===== config.mk =====
export PLATFORM = sky130hd
export DESIGN_NAME = sse_encoder
export DESIGN_NICKNAME = d
export VERILOG_FILES = /design/src/rtl/sse_pkg.sv /design/src/rtl/sse_bit_if.sv /design/src/rtl/sse_serializer.sv /design/src/rtl/sse_encoder.sv
export SDC_FILE = /design/constraint.sdc
export NUM_CORES = 1
export LEC_CHECK = 0
export ABC_AREA = 1
export BUFFER_PORTS_ARGS = -buffer_cell sky130_fd_sc_hd__buf_2
export CAP_MARGIN = 20
export CORE_UTILIZATION = 50
export CTS_BUF_LIST = sky130_fd_sc_hd__clkbuf_8
export CTS_CLUSTER_DIAMETER = 100
export CTS_CLUSTER_SIZE = 10
export DETAILED_ROUTE_END_ITERATION = 12
export PLACE_DENSITY = 0.7
export SYNTH_ARGS = -nofsm -noshare
export SYNTH_HDL_FRONTEND = slang
export SYNTH_SLANG_ARGS = --single-unit

===== constraint.sdc =====
create_clock -name pclk -period 1.95 [get_ports pclk]
set_input_delay 0.195 -clock pclk [delete_from_list [all_inputs] [get_ports pclk]]
set_output_delay 0.195 -clock pclk [all_outputs]
set_load 0.03 [all_outputs]

===== src/rtl/sse_pkg.sv =====
// Package with register map, field layout and timing constants of the serial encoder.
package sse_pkg;
  localparam int unsigned                 DATA_W          = 20;
  localparam int unsigned                 CLK_HZ          = 50_000_000;
  localparam logic [11:0]                 FMT_REG_IDX     = 12'h00b;
  localparam logic [11:0]                 FMT_REG_ADDR    = 12'h02c;
  localparam logic [11:0]                 CTRL_REG_ADDR   = 12'h100;
  localparam logic [11:0]                 STAT_REG_ADDR   = 12'h104;
  localparam logic [11:0]                 TPG_REG_ADDR    = 12'h108;
  localparam int unsigned                 FMT_HD_RESTRICTED_MODE_BIT = 5;
  localparam int unsigned                 FMT_SET_LSB     = 0;
  localparam int unsigned                 FMT_SET_W       = 5;
  localparam logic [9:0]                  FMT_RESET       = 10'h000;
  localparam logic [9:0]                  FMT_GENERAL_HD  = 10'h3ff;
  localparam logic [9:0]                  TRS_WORD0       = 10'h3ff;
  localparam logic [9:0]                  TRS_WORD1       = 10'h000;
  localparam int unsigned                 CTRL_EN_BIT     = 0;
  localparam int unsigned                 CTRL_TRSDIS_BIT = 1;
  localparam int unsigned                 CTRL_EDH_BIT    = 2;
  localparam int unsigned                 CTRL_TPG_BIT    = 3;
  localparam int unsigned                 CTRL_W8_BIT     = 4;
  localparam int unsigned                 CTRL_HD_BIT     = 5;
  localparam int unsigned                 CTRL_SCR_BIT    = 6;
  localparam int unsigned                 CTRL_NRZI_BIT   = 7;
  localparam logic [7:0]                  CTRL_RESET      = 8'hc1;
  localparam logic [4:0]                  TPG_RESET       = 5'h00;
  localparam int unsigned                 LOCK_TIME_US    = 20;
  localparam int unsigned                 LOCK_CYCLES     = LOCK_TIME_US * (CLK_HZ / 1_000_000);
  localparam logic [31:0]                 BUS_ERR_DATA    = 32'h0000_0000;
  typedef enum logic [1:0] {SSE_PAT_BLACK, SSE_PAT_PLL, SSE_PAT_EQ, SSE_PAT_BARS} sse_pattern_t;
endpackage : sse_pkg


===== src/rtl/sse_bit_if.sv =====
// Interface carrying parallel words, scrambled in the low 10 bits only, from the encoder front end to the serializer.
`timescale 1ns/1ps
interface sse_bit_if;
  logic [sse_pkg::DATA_W-1:0] word;
  logic                       valid;
  logic                       ready;
  logic                       wide;
  logic                       narrow8;
  logic                       nrzi_en;
  logic                       enable;
  modport src (output word, output valid, input ready, output wide, output narrow8, output nrzi_en, output enable);
  modport dst (input word, input valid, output ready, input wide, input narrow8, input nrzi_en, input enable);
endinterface : sse_bit_if


===== src/rtl/sse_serializer.sv =====
// Serializer that shifts words out LSB first and applies NRZI coding.
`timescale 1ns/1ps
module sse_serializer (
  input  wire logic pclk,
  input  wire logic presetn,
  input  wire logic bit_en,
  sse_bit_if.dst    link,
  output logic      line_out
);
  typedef struct packed {
    logic [sse_pkg::DATA_W-1:0] sh;
    logic [4:0]                 left;
    logic                       level;
  } sse_ser_state_t;

  sse_ser_state_t s_q;
  sse_ser_state_t s_d;
  logic [4:0]     len;

  always_comb begin
    len = link.wide ? 5'd20 : (link.narrow8 ? 5'd8 : 5'd10);
  end

  assign link.ready = link.enable && (s_q.left == 5'd0);

  always_comb begin
    s_d = s_q;
    if (link.ready && link.valid) begin
      s_d.sh   = link.word;
      s_d.left = len;
    end else if (bit_en && s_q.left != 5'd0) begin
      if (link.nrzi_en) begin
        s_d.level = s_q.level ^ s_q.sh[0];
      end else begin
        s_d.level = s_q.sh[0];
      end
      s_d.sh   = s_q.sh >> 1;
      s_d.left = s_q.left - 5'd1;
    end
  end

  always_ff @(posedge pclk or negedge presetn) begin
    if (!presetn) begin
      s_q <= '0;
    end else begin
      s_q <= s_d;
    end
  end

  assign line_out = s_q.level;
endmodule : sse_serializer


===== src/rtl/sse_encoder.sv =====
// Top of the serial video encoder: APB registers, input capture, pattern generator, scrambler.
//
// The APB slave port was left to the implementer.
`timescale 1ns/1ps
// Overview of operation
// - Capture each parallel word into input register.
// - Scramble with x^9 + x^4 + 1.
// - Convert serial NRZ stream to NRZI.
// - Bit clock derived from the word clock.
// - Accept generic 8 or 10 bit words.
// - Input disables timing reference detection.
// - Output shows serial clock lock.
// - Four test patterns, also for self-test.
// - Pattern register bit 2 inverts the bars pattern; bits 4:3 unused.
// - Error check word accumulated into status register; sub-functions separately enabled.
// - SD words 10 bits, HD words 20.
// - Line rate one bit per pclk cycle once locked, 50 Mbps at CLK_HZ.
// - Format bit 5 forces Hd_restricted_mode.
// - Bits 4:0 are stored but select no sub-format; only 0x3ff (general HD) is decoded.
// - General HD defeats format and reference detection.
// - General HD disables EAV/SAV indicators.
// - No line numbers, CRC, ancillary without indicators.
// - Reference is 0x3ff, 0x000, 0x000.
module sse_encoder #(
  parameter int unsigned LOCK_CNT = sse_pkg::LOCK_CYCLES
) (
  input  wire logic        pclk,
  input  wire logic        presetn,
  input  wire logic        psel,
  input  wire logic        penable,
  input  wire logic        pwrite,
  input  wire logic [11:0] paddr,
  input  wire logic [31:0] pwdata,
  output logic      [31:0] prdata,
  output logic             pready,
  output logic             pslverr,
  input  wire logic [19:0] video_in,
  input  wire logic        video_valid,
  output logic             video_ready,
  input  wire logic        trs_detect_disable,
  input  wire logic        rate_change,
  output logic             pll_locked,
  output logic             trs_seen,
  output logic             serial_out
);
  typedef struct packed {
    logic [9:0]  fmt;
    logic [7:0]  ctrl;
    logic [4:0]  test_pattern_generator;
    logic [19:0] in_word;
    logic        in_valid;
    logic [8:0]  scr;
    logic [1:0]  trs_cnt;
    logic        trs_seen;
    logic [15:0] lock_cnt;
    logic        locked;
    logic [10:0] tpg_pos;
    logic [9:0]  edh_crc;
    logic [31:0] rdata;
    logic [1:0]  dis_sync;
    logic [1:0]  rc_sync;
    logic        rc_last;
  } sse_enc_state_t;

  sse_enc_state_t s_q;
  sse_enc_state_t s_d;
  sse_bit_if      link ();
  logic           wr_fire;
  logic           rd_fire;
  logic           hd_forced;
  logic           trs_on;
  logic [9:0]     src_word;
  logic [9:0]     pat_word;
  logic [9:0]     scr_word;
  logic [8:0]     scr_next;
  logic [19:0]    out_word;
  logic           addr_ok;
  logic           take;
  logic           bit_en;

  assign pready  = 1'b1;
  assign wr_fire = psel && penable && pwrite;
  assign rd_fire = psel && penable && !pwrite;
  assign addr_ok = (paddr == sse_pkg::FMT_REG_ADDR) || (paddr == sse_pkg::CTRL_REG_ADDR) ||
                   (paddr == sse_pkg::STAT_REG_ADDR) || (paddr == sse_pkg::TPG_REG_ADDR);
  assign pslverr = psel && penable && !addr_ok;

  assign hd_forced = (s_q.fmt == sse_pkg::FMT_GENERAL_HD);
  assign trs_on    = !s_q.dis_sync[1] && !s_q.ctrl[sse_pkg::CTRL_TRSDIS_BIT] && !hd_forced;

  always_comb begin
    case (sse_sse_pat(s_q.test_pattern_generator[1:0]))
      sse_pkg::SSE_PAT_BLACK: pat_word = s_q.tpg_pos[0] ? 10'h040 : 10'h200;
      sse_pkg::SSE_PAT_PLL:   pat_word = s_q.tpg_pos[0] ? 10'h110 : 10'h300;
      sse_pkg::SSE_PAT_EQ:    pat_word = s_q.tpg_pos[0] ? 10'h198 : 10'h300;
      sse_pkg::SSE_PAT_BARS:  pat_word = {s_q.tpg_pos[10:8] ^ {3{s_q.test_pattern_generator[2]}}, 7'h40};
      default:                pat_word = 10'h040;
    endcase
  end

  function automatic sse_pkg::sse_pattern_t sse_sse_pat(input logic [1:0] v);
    sse_sse_pat = sse_pkg::sse_pattern_t'(v);
  endfunction : sse_sse_pat

  assign src_word = s_q.ctrl[sse_pkg::CTRL_TPG_BIT] ? pat_word : s_q.in_word[9:0];

  always_comb begin
    scr_next = s_q.scr;
    for (int i = 0; i < 10; i++) begin
      scr_word[i] = src_word[i] ^ scr_next[8] ^ scr_next[3];
      scr_next    = {scr_next[7:0], scr_word[i]};
    end
    if (!s_q.ctrl[sse_pkg::CTRL_SCR_BIT]) begin
      scr_word = src_word;
      scr_next = s_q.scr;
    end
  end

  assign out_word = link.wide ? {s_q.in_word[19:10], scr_word} : {10'h000, scr_word};

  assign link.word    = out_word;
  assign link.valid   = s_q.in_valid || s_q.ctrl[sse_pkg::CTRL_TPG_BIT];
  assign link.wide    = s_q.ctrl[sse_pkg::CTRL_HD_BIT] || s_q.fmt[sse_pkg::FMT_HD_RESTRICTED_MODE_BIT];
  assign link.narrow8 = s_q.ctrl[sse_pkg::CTRL_W8_BIT];
  assign link.nrzi_en = s_q.ctrl[sse_pkg::CTRL_NRZI_BIT];
  assign link.enable  = s_q.ctrl[sse_pkg::CTRL_EN_BIT] && s_q.locked;
  assign take         = link.valid && link.ready;
  assign bit_en       = s_q.locked;
  assign video_ready  = !s_q.in_valid || take;

  always_comb begin
    s_d          = s_q;
    s_d.dis_sync = {s_q.dis_sync[0], trs_detect_disable};
    s_d.rc_sync  = {s_q.rc_sync[0], rate_change};
    s_d.rc_last  = s_q.rc_sync[1];
    if (take) begin
      s_d.in_valid = 1'b0;
      s_d.scr      = scr_next;
      s_d.tpg_pos  = s_q.tpg_pos + 11'd1;
      s_d.edh_crc  = s_q.ctrl[sse_pkg::CTRL_EDH_BIT] && !hd_forced ? s_q.edh_crc ^ scr_word : s_q.edh_crc;
    end
    if (video_valid && video_ready) begin
      s_d.in_word  = video_in;
      s_d.in_valid = 1'b1;
      if (trs_on) begin
        if (video_in[9:0] == sse_pkg::TRS_WORD0) begin
          s_d.trs_cnt = 2'd1;
        end else if (video_in[9:0] == sse_pkg::TRS_WORD1 && s_q.trs_cnt != 2'd0) begin
          s_d.trs_cnt = (s_q.trs_cnt == 2'd2) ? 2'd0 : 2'd2;
          s_d.trs_seen = (s_q.trs_cnt == 2'd2);
        end else begin
          s_d.trs_cnt = 2'd0;
        end
      end else begin
        s_d.trs_cnt  = 2'd0;
        s_d.trs_seen = 1'b0;
      end
    end
    if (s_q.rc_sync[1] != s_q.rc_last) begin
      s_d.lock_cnt = '0;
      s_d.locked   = 1'b0;
    end else if (s_q.lock_cnt == 16'(LOCK_CNT)) begin
      s_d.locked = 1'b1;
    end else begin
      s_d.lock_cnt = s_q.lock_cnt + 16'd1;
    end
    if (wr_fire) begin
      case (paddr)
        sse_pkg::FMT_REG_ADDR:  s_d.fmt  = pwdata[9:0];
        sse_pkg::CTRL_REG_ADDR: s_d.ctrl = pwdata[7:0];
        sse_pkg::TPG_REG_ADDR:  s_d.test_pattern_generator  = pwdata[4:0];
        default:                s_d.fmt  = s_q.fmt;
      endcase
    end
    case (paddr)
      sse_pkg::FMT_REG_ADDR:  s_d.rdata = {22'h000000, s_q.fmt};
      sse_pkg::CTRL_REG_ADDR: s_d.rdata = {24'h000000, s_q.ctrl};
      sse_pkg::TPG_REG_ADDR:  s_d.rdata = {27'h0000000, s_q.test_pattern_generator};
      sse_pkg::STAT_REG_ADDR: s_d.rdata = {20'h00000, s_q.edh_crc, s_q.trs_seen, s_q.locked};
      default:                s_d.rdata = sse_pkg::BUS_ERR_DATA;
    endcase
  end

  always_ff @(posedge pclk or negedge presetn) begin
    if (!presetn) begin
      s_q      <= '0;
      s_q.fmt  <= sse_pkg::FMT_RESET;
      s_q.ctrl <= sse_pkg::CTRL_RESET;
      s_q.test_pattern_generator  <= sse_pkg::TPG_RESET;
    end else begin
      s_q <= s_d;
    end
  end

  always_comb begin
    prdata = rd_fire ? s_d.rdata : 32'h0000_0000;
  end

  assign pll_locked = s_q.locked;
  assign trs_seen   = s_q.trs_seen;

  sse_serializer u_ser (
    .pclk     (pclk),
    .presetn  (presetn),
    .bit_en   (bit_en),
    .link     (link),
    .line_out (serial_out)
  );
endmodule : sse_encoder


# --- Yosys cells after proc, flatten, opt, wreduce, memory -nomap -nowiden ---
# Index checks and enable logic that the tools add are counted.
word_totals:
  reg_bits: 125
op_classes:
  n_addsub: 3
  n_eq_ne: 15
  mux: 26
  n_bitwise: 24
  n_reduce_logical: 40
op_table:
  columns: ["cell", "count"]
  rows:
  - ["10-bit 2-to-1 mux", 6]
  - ["12-bit case mux with 4 select lines", 1]
  - ["10-bit case mux with 4 select lines", 1]
  - ["12-bit by 9-bit == test with 1-bit output (second input constant)", 3]
  - ["32-bit 2-to-1 mux", 1]
  - ["26-bit 2-to-1 mux", 1]
  - ["25-bit 2-to-1 mux", 1]
  - ["1-bit bitwise XOR", 21]
  - ["10-bit == test (second input constant)", 2]
  - ["20-bit 2-to-1 mux", 1]
  - ["17-bit 2-to-1 mux", 1]
  - ["16-bit by 1-bit adder with 16-bit output (second input constant)", 1]
  - ["16-bit by 10-bit == test with 1-bit output (second input constant)", 1]
  - ["16-bit 2-to-1 mux", 1]
  - ["1-bit logical AND", 13]
  - ["12-bit by 6-bit == test with 1-bit output (second input constant)", 1]
  - ["2-bit AND reduction", 6]
  - ["11-bit by 1-bit adder with 11-bit output (second input constant)", 1]
  - ["10-bit logical NOT", 1]
  - ["10-bit bitwise XOR", 1]
  - ["9-bit 2-to-1 mux", 1]
  - ["2-bit 2-to-1 mux", 4]
  - ["2-bit nonzero test", 4]
  - ["2-bit == test (second input constant)", 3]
  - ["other kinds (16)", 31]

# --- Longest topological paths before layout ---
# Gate-level depths: netlist of run 1.
logic_depth:
  depth_word: 10
  ltp_mapped: 17

# --- Hierarchy ---
# Synthesis of run 1 repeated with hierarchy kept, for this count alone.
hier_totals:
  cells_unflattened: 887
  hier_area_um2: 6835.3
by_module_without_submodules:
  columns: ["mod", "instances", "cells_per_inst", "area_per_inst_um2"]
  rows:
  - ["sse_encoder", 1, 710, 5446.5]
  - ["sse_serializer", 1, 177, 1388.8]

# --- Least setup slack after synthesis of run 1 ---
# No wires, ideal clock.
synth_path:
  kind: "flip-flop to flip-flop"
  start: "reg u_ser.s_q[1] in the netlist's numbering"
  end: "reg s_q[76] in the netlist's numbering"
  setup_ns: 0.124
  arrival_time_ns: 1.796
  setup_slack_ns: 0.030
  path_stages_with_launch: 14
  path_buffers: 2
  period_less_slack_ns: 1.920
  path_cell_list: "dfrtp_1 inv_1 ha_1 nand2_2 nor2_4 nand2_2 nor2_8 inv_4 nand2_2 nand2_1 buf_4 buf_4 nand2_1 o31ai_1"
synth_between:
  elab_chain_cells: 5
synth_rtl:
  columns: ["item", "line_no", "source"]
  rows:
  - ["start, declared", "sse_serializer.sv:16", "sse_ser_state_t s_q;"]
  - ["start signal, assigned", "sse_serializer.sv:44", "s_q <= '0;"]
  - ["start signal, assigned", "sse_serializer.sv:46", "s_q <= s_d;"]
  - ["5-bit logical NOT", "sse_serializer.sv:24", "assign link.ready = link.enable && (s_q.left == 5'd0);"]
  - ["1-bit logical AND", "sse_serializer.sv:24", null]
  - ["1-bit logical AND", "sse_encoder.sv:127", "assign take = link.valid && link.ready;"]
  - ["1-bit logical OR", "sse_encoder.sv:129", "assign video_ready = !s_q.in_valid || take;"]
  - ["via video_ready", "sse_encoder.sv:39", "output logic video_ready,"]
  - ["1-bit logical AND", "sse_encoder.sv:142", "if (video_valid && video_ready) begin"]
  - ["end, declared", "sse_encoder.sv:65", "sse_enc_state_t s_q;"]
# The timed path passes the listed nets, and every way through them passes these cells.
# A chain may end at the register's enable or synchronous reset.

# --- Worst setup path in the final report of run 1 ---
layout_path:
  start: "reg u_ser.s_q[2] in the netlist's numbering"
  end: "reg s_q[53] in the netlist's numbering"
layout_between:
  elab_chain_cells: 3
layout_rtl:
  columns: ["item", "line_no"]
  rows:
  - ["5-bit logical NOT", "sse_serializer.sv:24"]
  - ["1-bit logical AND", "sse_serializer.sv:24"]
  - ["1-bit logical AND", "sse_encoder.sv:127"]
# No other way between the ends.

==> results of run 1 <==
## registers in the layout, indices dropped and copies added, names as in the netlist
signal,count
s_q,92
u_ser.s_q,25
s_d,3
link.narrow8,1
link.nrzi_en,1
pll_locked,1
trs_seen,1
u_ser.line_out,1
## kinds of logic (layout without fill, tap and decap cells)
group | after synthesis | after routing
and+or+nand+nor | 336 | 337
other | 2 | 21
muxes | 2 | 2
adders and majority gates | 4 | 4
xor gates and xnor gates | 26 | 26
buffers and inverters | 168 | 301
AOI/OAI and AO/OA | 131 | 131
DFF | 125 | 125
## final cells by class
type                       count  share of cell area
inverter                     133              0.0641
tap                          172              0.0269
clock inverter                14              0.0150
clock buffer                  18              0.0310
multi-input combinational    521               0.348
timing repair buffer         136               0.124
sequential                   125               0.392
## synth_stat cells, types with 2 or more instances
master / instances
a22oi_2: 2
a21oi_1: 27
o211ai_1: 7
nor2_2: 2
o21ai_0: 52
xor2_1: 23
o31ai_1: 3
nor2_8: 2
buf_2: 6
or2_2: 2
or2_1: 2
inv_4: 2
dfrtp_1: 122
o22ai_1: 9
inv_1: 120
ha_1: 4
clkbuf_1: 2
inv_2: 9
nor3_2: 4
nand3_2: 2
conb_1: 2
xnor2_1: 3
nor2_1: 34
buf_4: 24
nand4_1: 10
dfstp_2: 3
nand3_1: 40
o221ai_1: 9
nand2_2: 8
buf_6: 3
o21ai_1: 16
mux2_4: 2
nor3_1: 10
nor4_1: 6
clkinv_1: 2
nand2_1: 206
## path summary, 6_finish.rpt
| path | from | to | slack [ns] | depth (start not counted) |
|---|---|---|---|---|
| min in group asynchronous | presetn | s_q[57] | 0.31 | 3 |
| hold reg to reg | s_d[4] | s_q[4] | 0.35 | 0 |
| hold / removal | pwdata[0] | s_q[113] | 0.01 | 3 |
| setup reg to reg | u_ser.s_q[2] | s_q[53] | 0.07 | 13 |
| setup / recovery | u_ser.s_q[2] | s_q[53] | 0.07 | 13 |
| max in group asynchronous | presetn | s_q[113] | 1.33 | 3 |
## layout by cell type (no fill, tap or decap), types with 3 or more instances in the layout
master / Yosys / final
dlygate4sd3_1: 0 / 20
o21ai_0: 52 / 51
ha_1: 4 / 3
clkbuf_8: 0 / 18
buf_12: 0 / 5
clkinvlp_4: 0 / 6
nor2_1: 34 / 30
conb_1: 2 / 21
nor3_4: 1 / 3
nand4_1: 10 / 10
nand2_4: 1 / 4
dfrtp_1: 122 / 120
nor2_2: 2 / 6
o31ai_1: 3 / 3
xnor2_1: 3 / 3
inv_6: 0 / 4
buf_2: 6 / 62
o211ai_1: 7 / 7
nand3_2: 2 / 3
inv_4: 2 / 4
nand2_1: 206 / 199
o221ai_1: 9 / 9
buf_6: 3 / 3
nand3_1: 40 / 39
xor2_1: 23 / 22
nor3_1: 10 / 10
a21oi_1: 27 / 26
inv_2: 9 / 11
nand2_2: 8 / 12
o22ai_1: 9 / 9
buf_4: 24 / 44
nor4_1: 6 / 5
inv_1: 120 / 118
o21ai_1: 16 / 16
dfstp_2: 3 / 3
## worst register-to-register path: cells and delay by family, from the launching register on
kind | cells | cell delay, ns
flops | 1 | 0.39
fa+ha+maj | 1 | 0.15
buf+inv | 4 | 0.45
simple gates | 7 | 0.66
xor+xnor | 1 | 0.13
## repair_timing
action / CTS / global route
cloned: 0 / 1
buffers inserted: 5 / 4
endpoints found under the hold margin: 143 / 0
endpoints found under the setup margin: 16 / 31
pin swaps: 8 / 10
hold buffers: 20 / 0
gates resized for setup: 12 / 27
## power by group
| part | total [mW] | internal, mW | switching (mW) |
|---|---|---|---|
| registers | 2.63 | 2.61 | 0.0181 |
| clock network | 2.10 | 1.04 | 1.06 |
| logic | 0.304 | 0.107 | 0.197 |
| total | 5.04 | 3.76 | 1.28 |
## routing by layer
layer / track usage / share of wire
met2: 0.384 / 0.47
met3: 0.0581 / 0.043
met5: 0 / 0
met4: 0.0872 / 0.017
met1: 0.297 / 0.47
==> results.tsv, run 1 <==
stage	metric	value	unit
timing	rsz0062_at_grt	true	
place	hpwl	10.4	mm
clocking	cts_tree	yes	
global_routing	grt_remaining_overflow	0	
floorplan	chipWidth	116	um
pwr	ir_worst_vdd	0.638	mV
cells_and_area	antennaDiodeCount	0	
synthesis	yosysUniqueCellTypes	50	
setup_path	critPathBufInv	4	
synthesis	synth_area_per_cell	8.18	um2
outcome	status	finished, final reports clean	
setup_path	slowest_delay	0.39	ns
flow_run	maxCapViolations	0	
cells_and_area	n_fill_cell	1097	
drt	drt_pass1_iterations	5	
cells_and_area	multiInputGateArea	2780	um2
clocking	cts_buffer_depth	2	
drt	wl_per_cell	12.9	um
synthesis	synthMuxAreaShare	0.00463	
global_routing	grt_antenna_before_repair	0	
timing	finalHoldViolCount	0	
setup_path	worstPathMaxFanout	3	
clocking	clock-sinks	125	
synthesis	synth_area_leader_cell	dfrtp_1	
clocking	cts_buffers	17	
synthesis	synth_seq_cells	125	
timing	relSlewSlack	0.635	
drt	drt_iter0_drc	277	
pwr	power	5.04	mW
setup_path	crit_type	reg -> reg	
timing	timing.final.crit_period	1.88	ns
cells_and_area	final_area	8000	um2
timing	fin_hold_ws	0.0148	ns
place	place_ws	-0.0330	ns
synthesis	yosys.area_share.adder	0.00771	
drt	wl	14.4	mm
setup_path	path_delay_family	simple AND/OR/NAND/NOR gates	
place	gp_congestion	0.919	
place	placed_cell_area	7240	um2
timing	finClkSkew	0.00987	ns
setup_path	start_kind	flop	
synthesis	synth_top_family_by_area	simple AND/OR/NAND/NOR gates	
synthesis	synth-xor-area-share	0.0351	
timing	maxSlewViolCount	0	
floorplan	pin_count	110	
setup_path	cp_slowest_cell	dfrtp_1	
clocking	clk-insertion-delay-late	0.44	ns
drt	drc	0	
setup_path	crit_chain	inv_2 > ha_4 > nand2_4 > nor2_4 > nand2_4 > nor2_8 > buf_6 > buf_6 > nand4_1 > nor2_1 > nand2_2 > buf_4 > xor2_1	
timing	setup_ws	0.0663	ns
timing	finalCritPeriodShare	0.966	
clocking	h-tree-depth	4	
synthesis	synth-edff-count	0	
drt	viasPerCell	4.90	
global_routing	grt_pass1_vias	5109	
synthesis	yosys.area_share.simple	0.233	
cells_and_area	layout-drive-gt1-share	0.226	
global_routing	grt_util_all_layers	0.233	
clocking	clkTransAtPathRegs	0.07	ns
synthesis	synth-compound-area-share	0.120	
global_routing	grt_max_degree	67	
timing	fmax	531	MHz
floorplan	start_util	0.514	
timing	worst_pin_slew	0.542	ns
cells_and_area	instances_no_fill	1119	
drt	antenna_left	0	
floorplan	rows	41	
setup_path	cp.arrival	2.21	ns
drt	via_count	5480	
clocking	cts-root-buf	clkbuf_8	
global_routing	grt_pass1_wl	23.7	mm
place	io_buffers	66	
synthesis	yosysWarnings	0	
pwr	p_leak	4.05	nW
synthesis	netlist.area_leader.share	0.470	
timing	finalSetupViolCount	0	
worst_hold_path	hp-class	in -> reg	
pwr	p_per_area	630	nW/um2
synthesis	ys_seq_area_frac	0.482	
synthesis	synth_cells	794	
cells_and_area	ff_latch_area	3130	um2
synthesis	yosys-top-cells-area	dfrtp_1 (47%), nand2_1 (12%), inv_1 (6.9%), o21ai_0 (4.0%), xor2_1 (3.1%)	
floorplan	die_y	116	um
setup_path	worst_ep_required_time	2.28	ns
synthesis	async_flop_share	1.00	
floorplan	die_area	13400	um2
timing	finalSetupTns	0	ns
cells_and_area	nNetsFinal	1010	
cells_and_area	utilization	0.634	
floorplan	coreArea	12600	um2
synthesis	synthesis.area	6490	um2
setup_path	end_kind	flop	
cells_and_area	syn_to_final_growth	23.2	%
place	dp.cells	1058	
synthesis	synth_flop_cell	dfrtp_1	
(Power assumes the default switching activity.)
==> inputs of run 2 (changes only) <==
- ABC_AREA: 1 -> not set
- BUFFER_PORTS_ARGS: -buffer_cell sky130_fd_sc_hd__buf_2 -> not set
- DONT_BUFFER_PORTS: not set -> 1
- MAX_ROUTING_LAYER: not set -> met4
- PLACE_DENSITY: 0.7 -> 0.63
==> results.tsv, run 2 <==
stage	metric	value	unit	change
cells_and_area	multiInputGateArea	3300	um2	+19%
drt	viasPerCell	5.53		+13%
pwr	clkPwrFrac	0.461		+0.044
clocking	cts_buffers	17		unchanged
timing	timing.final.crit_period	1.93	ns	+0.0490 ns
timing	finalCritPeriodShare	0.991		+0.0251
pwr	intPower	4.14	mW	+10%
setup_path	reg2reg_from	u_ser.s_q[2]		
floorplan	rows	41		unchanged
timing	finalHoldViolCount	125		+125
setup_path	critPathLaunch	u_ser.s_q[2]		
pwr	ir_worst_vdd	0.720	mV	+13%
synthesis	netlist.area_leader.share	0.468		-0.00226
synthesis	synth_flop_cell	dfrtp_1		
global_routing	grt_pass1_vias	4909		-3.9%
setup_path	start_kind	flop		
synthesis	synth_area_leader_cell	dfrtp_1		
cells_and_area	syn_to_final_growth	24.8	%	
setup_path	slowest_delay	0.41	ns	+0.02 ns
timing	fmax	517	MHz	-2.5%
synthesis	synth_cells	619		-22%
setup_path	crit_type	reg -> reg		
drt	drt_iter0_drc	375		+35%
synthesis	yosysWarnings	0		unchanged
place	gp_congestion	0.883		-3.9%
setup_path	crit_chain	inv_1 > ha_2 > nor4b_4 > buf_4 > nand2_4 > buf_6 > or3_4 > nor2_2 > xor2_1		
drt	drc	0		unchanged
synthesis	ys_seq_area_frac	0.480		-0.00231
setup_path	end_kind	flop		
global_routing	grt_max_degree	126		+88%
setup_path	cp.arrival	2.29	ns	+0.08 ns
floorplan	chipWidth	116	um	+0.24%
timing	fin_hold_ws	-0.545	ns	-0.560 ns
drt	wl	15.2	mm	+5.1%
cells_and_area	final_cell_mix	dfrtp_1 (120), buf_4 (77), nand2_1 (53)		
global_routing	grt_util_all_layers	0.246		+0.0132
cells_and_area	layout-drive-gt1-share	0.286		+0.0595
timing	setup_ws	0.0173	ns	-0.0490 ns
pwr	p_per_area	643	nW/um2	+2.1%
synthesis	synth_seq_cells	125		unchanged
synthesis	yosys-top-cells-area	dfrtp_1 (47%), mux2_2 (6.9%), xor2_1 (4.7%), xnor2_1 (3.5%), nand2_1 (3.2%)		
global_routing	grt_use_met3	0.0602		+0.00214
pwr	p_leak	3.81	nW	-5.9%
floorplan	die_y	116	um	+0.24%
synthesis	synth_area_per_cell	10.5	um2	+29%
clocking	cts_buffer_depth	2		unchanged
flow_run	maxCapViolations	0		unchanged
cells_and_area	largest_reg_flops	92		unchanged
setup_path	critical_path.endpoint	s_q[42]		
setup_path	rr_worst_depth	9		-4
setup_path	worstPathMaxFanout	5		+2
global_routing	grt_most_used_layer	met2		
setup_path	worst_ep_required_time	2.30	ns	+0.02 ns
floorplan	die_area	13500	um2	+0.47%
pwr	switching_share	0.209		-0.0450
place	place_ws	-0.102	ns	-0.0688 ns
clocking	h-tree-depth	4		unchanged
setup_path	r2r_slack	0.02	ns	-0.05 ns
setup_path	cp_slowest_cell	or3_4		
cells_and_area	utilization	0.642		+0.00849
worst_hold_path	hp-class	in -> async		
drt	wl_per_cell	16.6	um	+29%
cells_and_area	nNetsFinal	803		-20%
timing	worst_pin_slew	0.549	ns	+0.00711 ns
synthesis	synth.top_cells.by_count	dfrtp_1 (122), nand2_1 (56), nor2_1 (55), mux2_2 (40), xor2_1 (35)		
timing	rsz0062_at_grt	true		
clocking	cts_tree	yes		
clocking	clkTransAtPathRegs	0.07	ns	about the same
clocking	clock-sinks	125		unchanged
setup_path	r2r_end	s_q[42]		
drt	via_count	5041		-8.0%
global_routing	met2_usage	0.398		+0.0143
outcome	status	complete, but fails checks		
pwr	sequentialPowerShare	0.502		-0.020
cells_and_area	n_fill_cell	1015		-7.5%
synthesis	yosysMostFrequentCell	dfrtp_1		
cells_and_area	instances_no_fill	911		-19%
timing	finalSetupViolCount	0		unchanged
cells_and_area	antennaDiodeCount	0		unchanged
global_routing	grt_remaining_overflow	0		unchanged
clocking	cts-root-buf	clkbuf_8		
floorplan	start_util	0.515		about the same
drt	drt_pass1_iterations	7		+2
synthesis	yosysUniqueCellTypes	71		+42%
outcome	violations	hold timing		
cells_and_area	final_area	8140	um2	+1.8%
drt	antenna_left	0		unchanged
timing	maxSlewViolCount	0		unchanged
cells_and_area	layout_commonest_cell	dfrtp_1		
timing	relSlewSlack	0.632		-0.00276
clocking	ctsHoldBuffers	33		+65%
floorplan	coreArea	12700	um2	+0.41%
place	io_buffers	0		-100%
global_routing	grt_pass1_wl	24.4	mm	+2.9%
global_routing	grt_util_met1	0.300		+0.00260
cells_and_area	ff_latch_area	3130	um2	unchanged
pwr	power_frac_comb	0.037		-0.023
synthesis	synthesis.area	6520	um2	+0.48%
synthesis	synth-edff-count	0		unchanged
place	placed_cell_area	7030	um2	-2.9%
timing	finalSetupTns	0	ns	unchanged
floorplan	pin_count	110		unchanged
pwr	power	5.23	mW	+3.9%
pwr	p_sw	1.09	mW	-15%
global_routing	grt_antenna_before_repair	0		unchanged
clocking	clk-insertion-delay-late	0.44	ns	about the same
timing	finClkSkew	0.0120	ns	+0.00212 ns
place	hpwl	10.5	mm	+0.97%
place	dp.cells	828		-22%
synthesis	async_flop_share	1.00		unchanged
cells_and_area	largest_register	s_q		
## run 2: changes by cell type in the layout (fill, tap and decap cells not counted), moves of 21 or more
cell and change:
buf_4 +33, mux2_2 +40, inv_1 -104, buf_2 -62, nand2_1 -146, o21ai_0 -31
nand3_1 -23, xnor2_1 +21
## run 2: repair_timing
action / CTS / global route
setup endpoints to repair: 14 / 47
resized for setup: 23 / 26
pin swaps: 15 / 14
endpoints found under the hold margin: 172 / 125
setup buffers: 7 / 13
## run 2: power by group through the flow
stage          registers, mW  logic (mW)  clock network [mW]
6_report                2.62       0.196                2.41
2_1_floorplan           2.67       0.155                   0
4_1_cts                 2.62       0.192                2.48
3_3_place_gp            2.67       0.133                   0
3_5_place_dp            2.67       0.134                   0
5_1_grt                 2.62       0.220                2.61
## run 2: final cells by class
class / instances / share of cell area
Multi-Input combinational cell: 452 / 0.406
Sequential cell: 125 / 0.385
Clock inverter: 8 / 0.0138
Timing Repair Buffer: 119 / 0.125
Clock buffer: 23 / 0.0389
Inverter: 12 / 0.00553
Tap cell: 172 / 0.0264
## run 2: how the worst min path moves through the flow
stage | start | end | slack, ns | depth (start not counted)
after detailed placement | presetn | u_ser.s_q[19] | -0.1 | 0
after floorplan | presetn | link.narrow8 | -0.10 | 0
after global placement | presetn | u_ser.s_q[19] | -0.1 | 0
after global routing | presetn | u_ser.s_q[22] | -0.59 | 0
after CTS | presetn | s_q[102] | -0.58 | 0
final | presetn | s_q[73] | -0.54 | 0
## run 2: cell families (layout without fill, tap and decap cells)
group	count (synthesis)	count (layout)	synth area share
simple gates	225	225	0.181
flops	125	125	0.480
compound gates	87	87	0.0932
xor+xnor	67	67	0.100
buf+inv	61	162	0.0539
mux	48	48	0.0825
fa+ha+maj	4	4	0.00767
other cells	2	21	0.00115
## run 2: critical path, delay by kind of cell, from the launching register on
family	cells	cell delay, ns
xor+xnor	1	0.16
fa+ha+maj	1	0.17
buf+inv	3	0.37
flops	1	0.38
simple gates	4	0.78
## run 2: per-layer routing
metal	wire length, um	up-vias
li1	-	2350
met3	643	27
met4	365	0
met2	7770	128
met5	0	-
met1	6370	2536
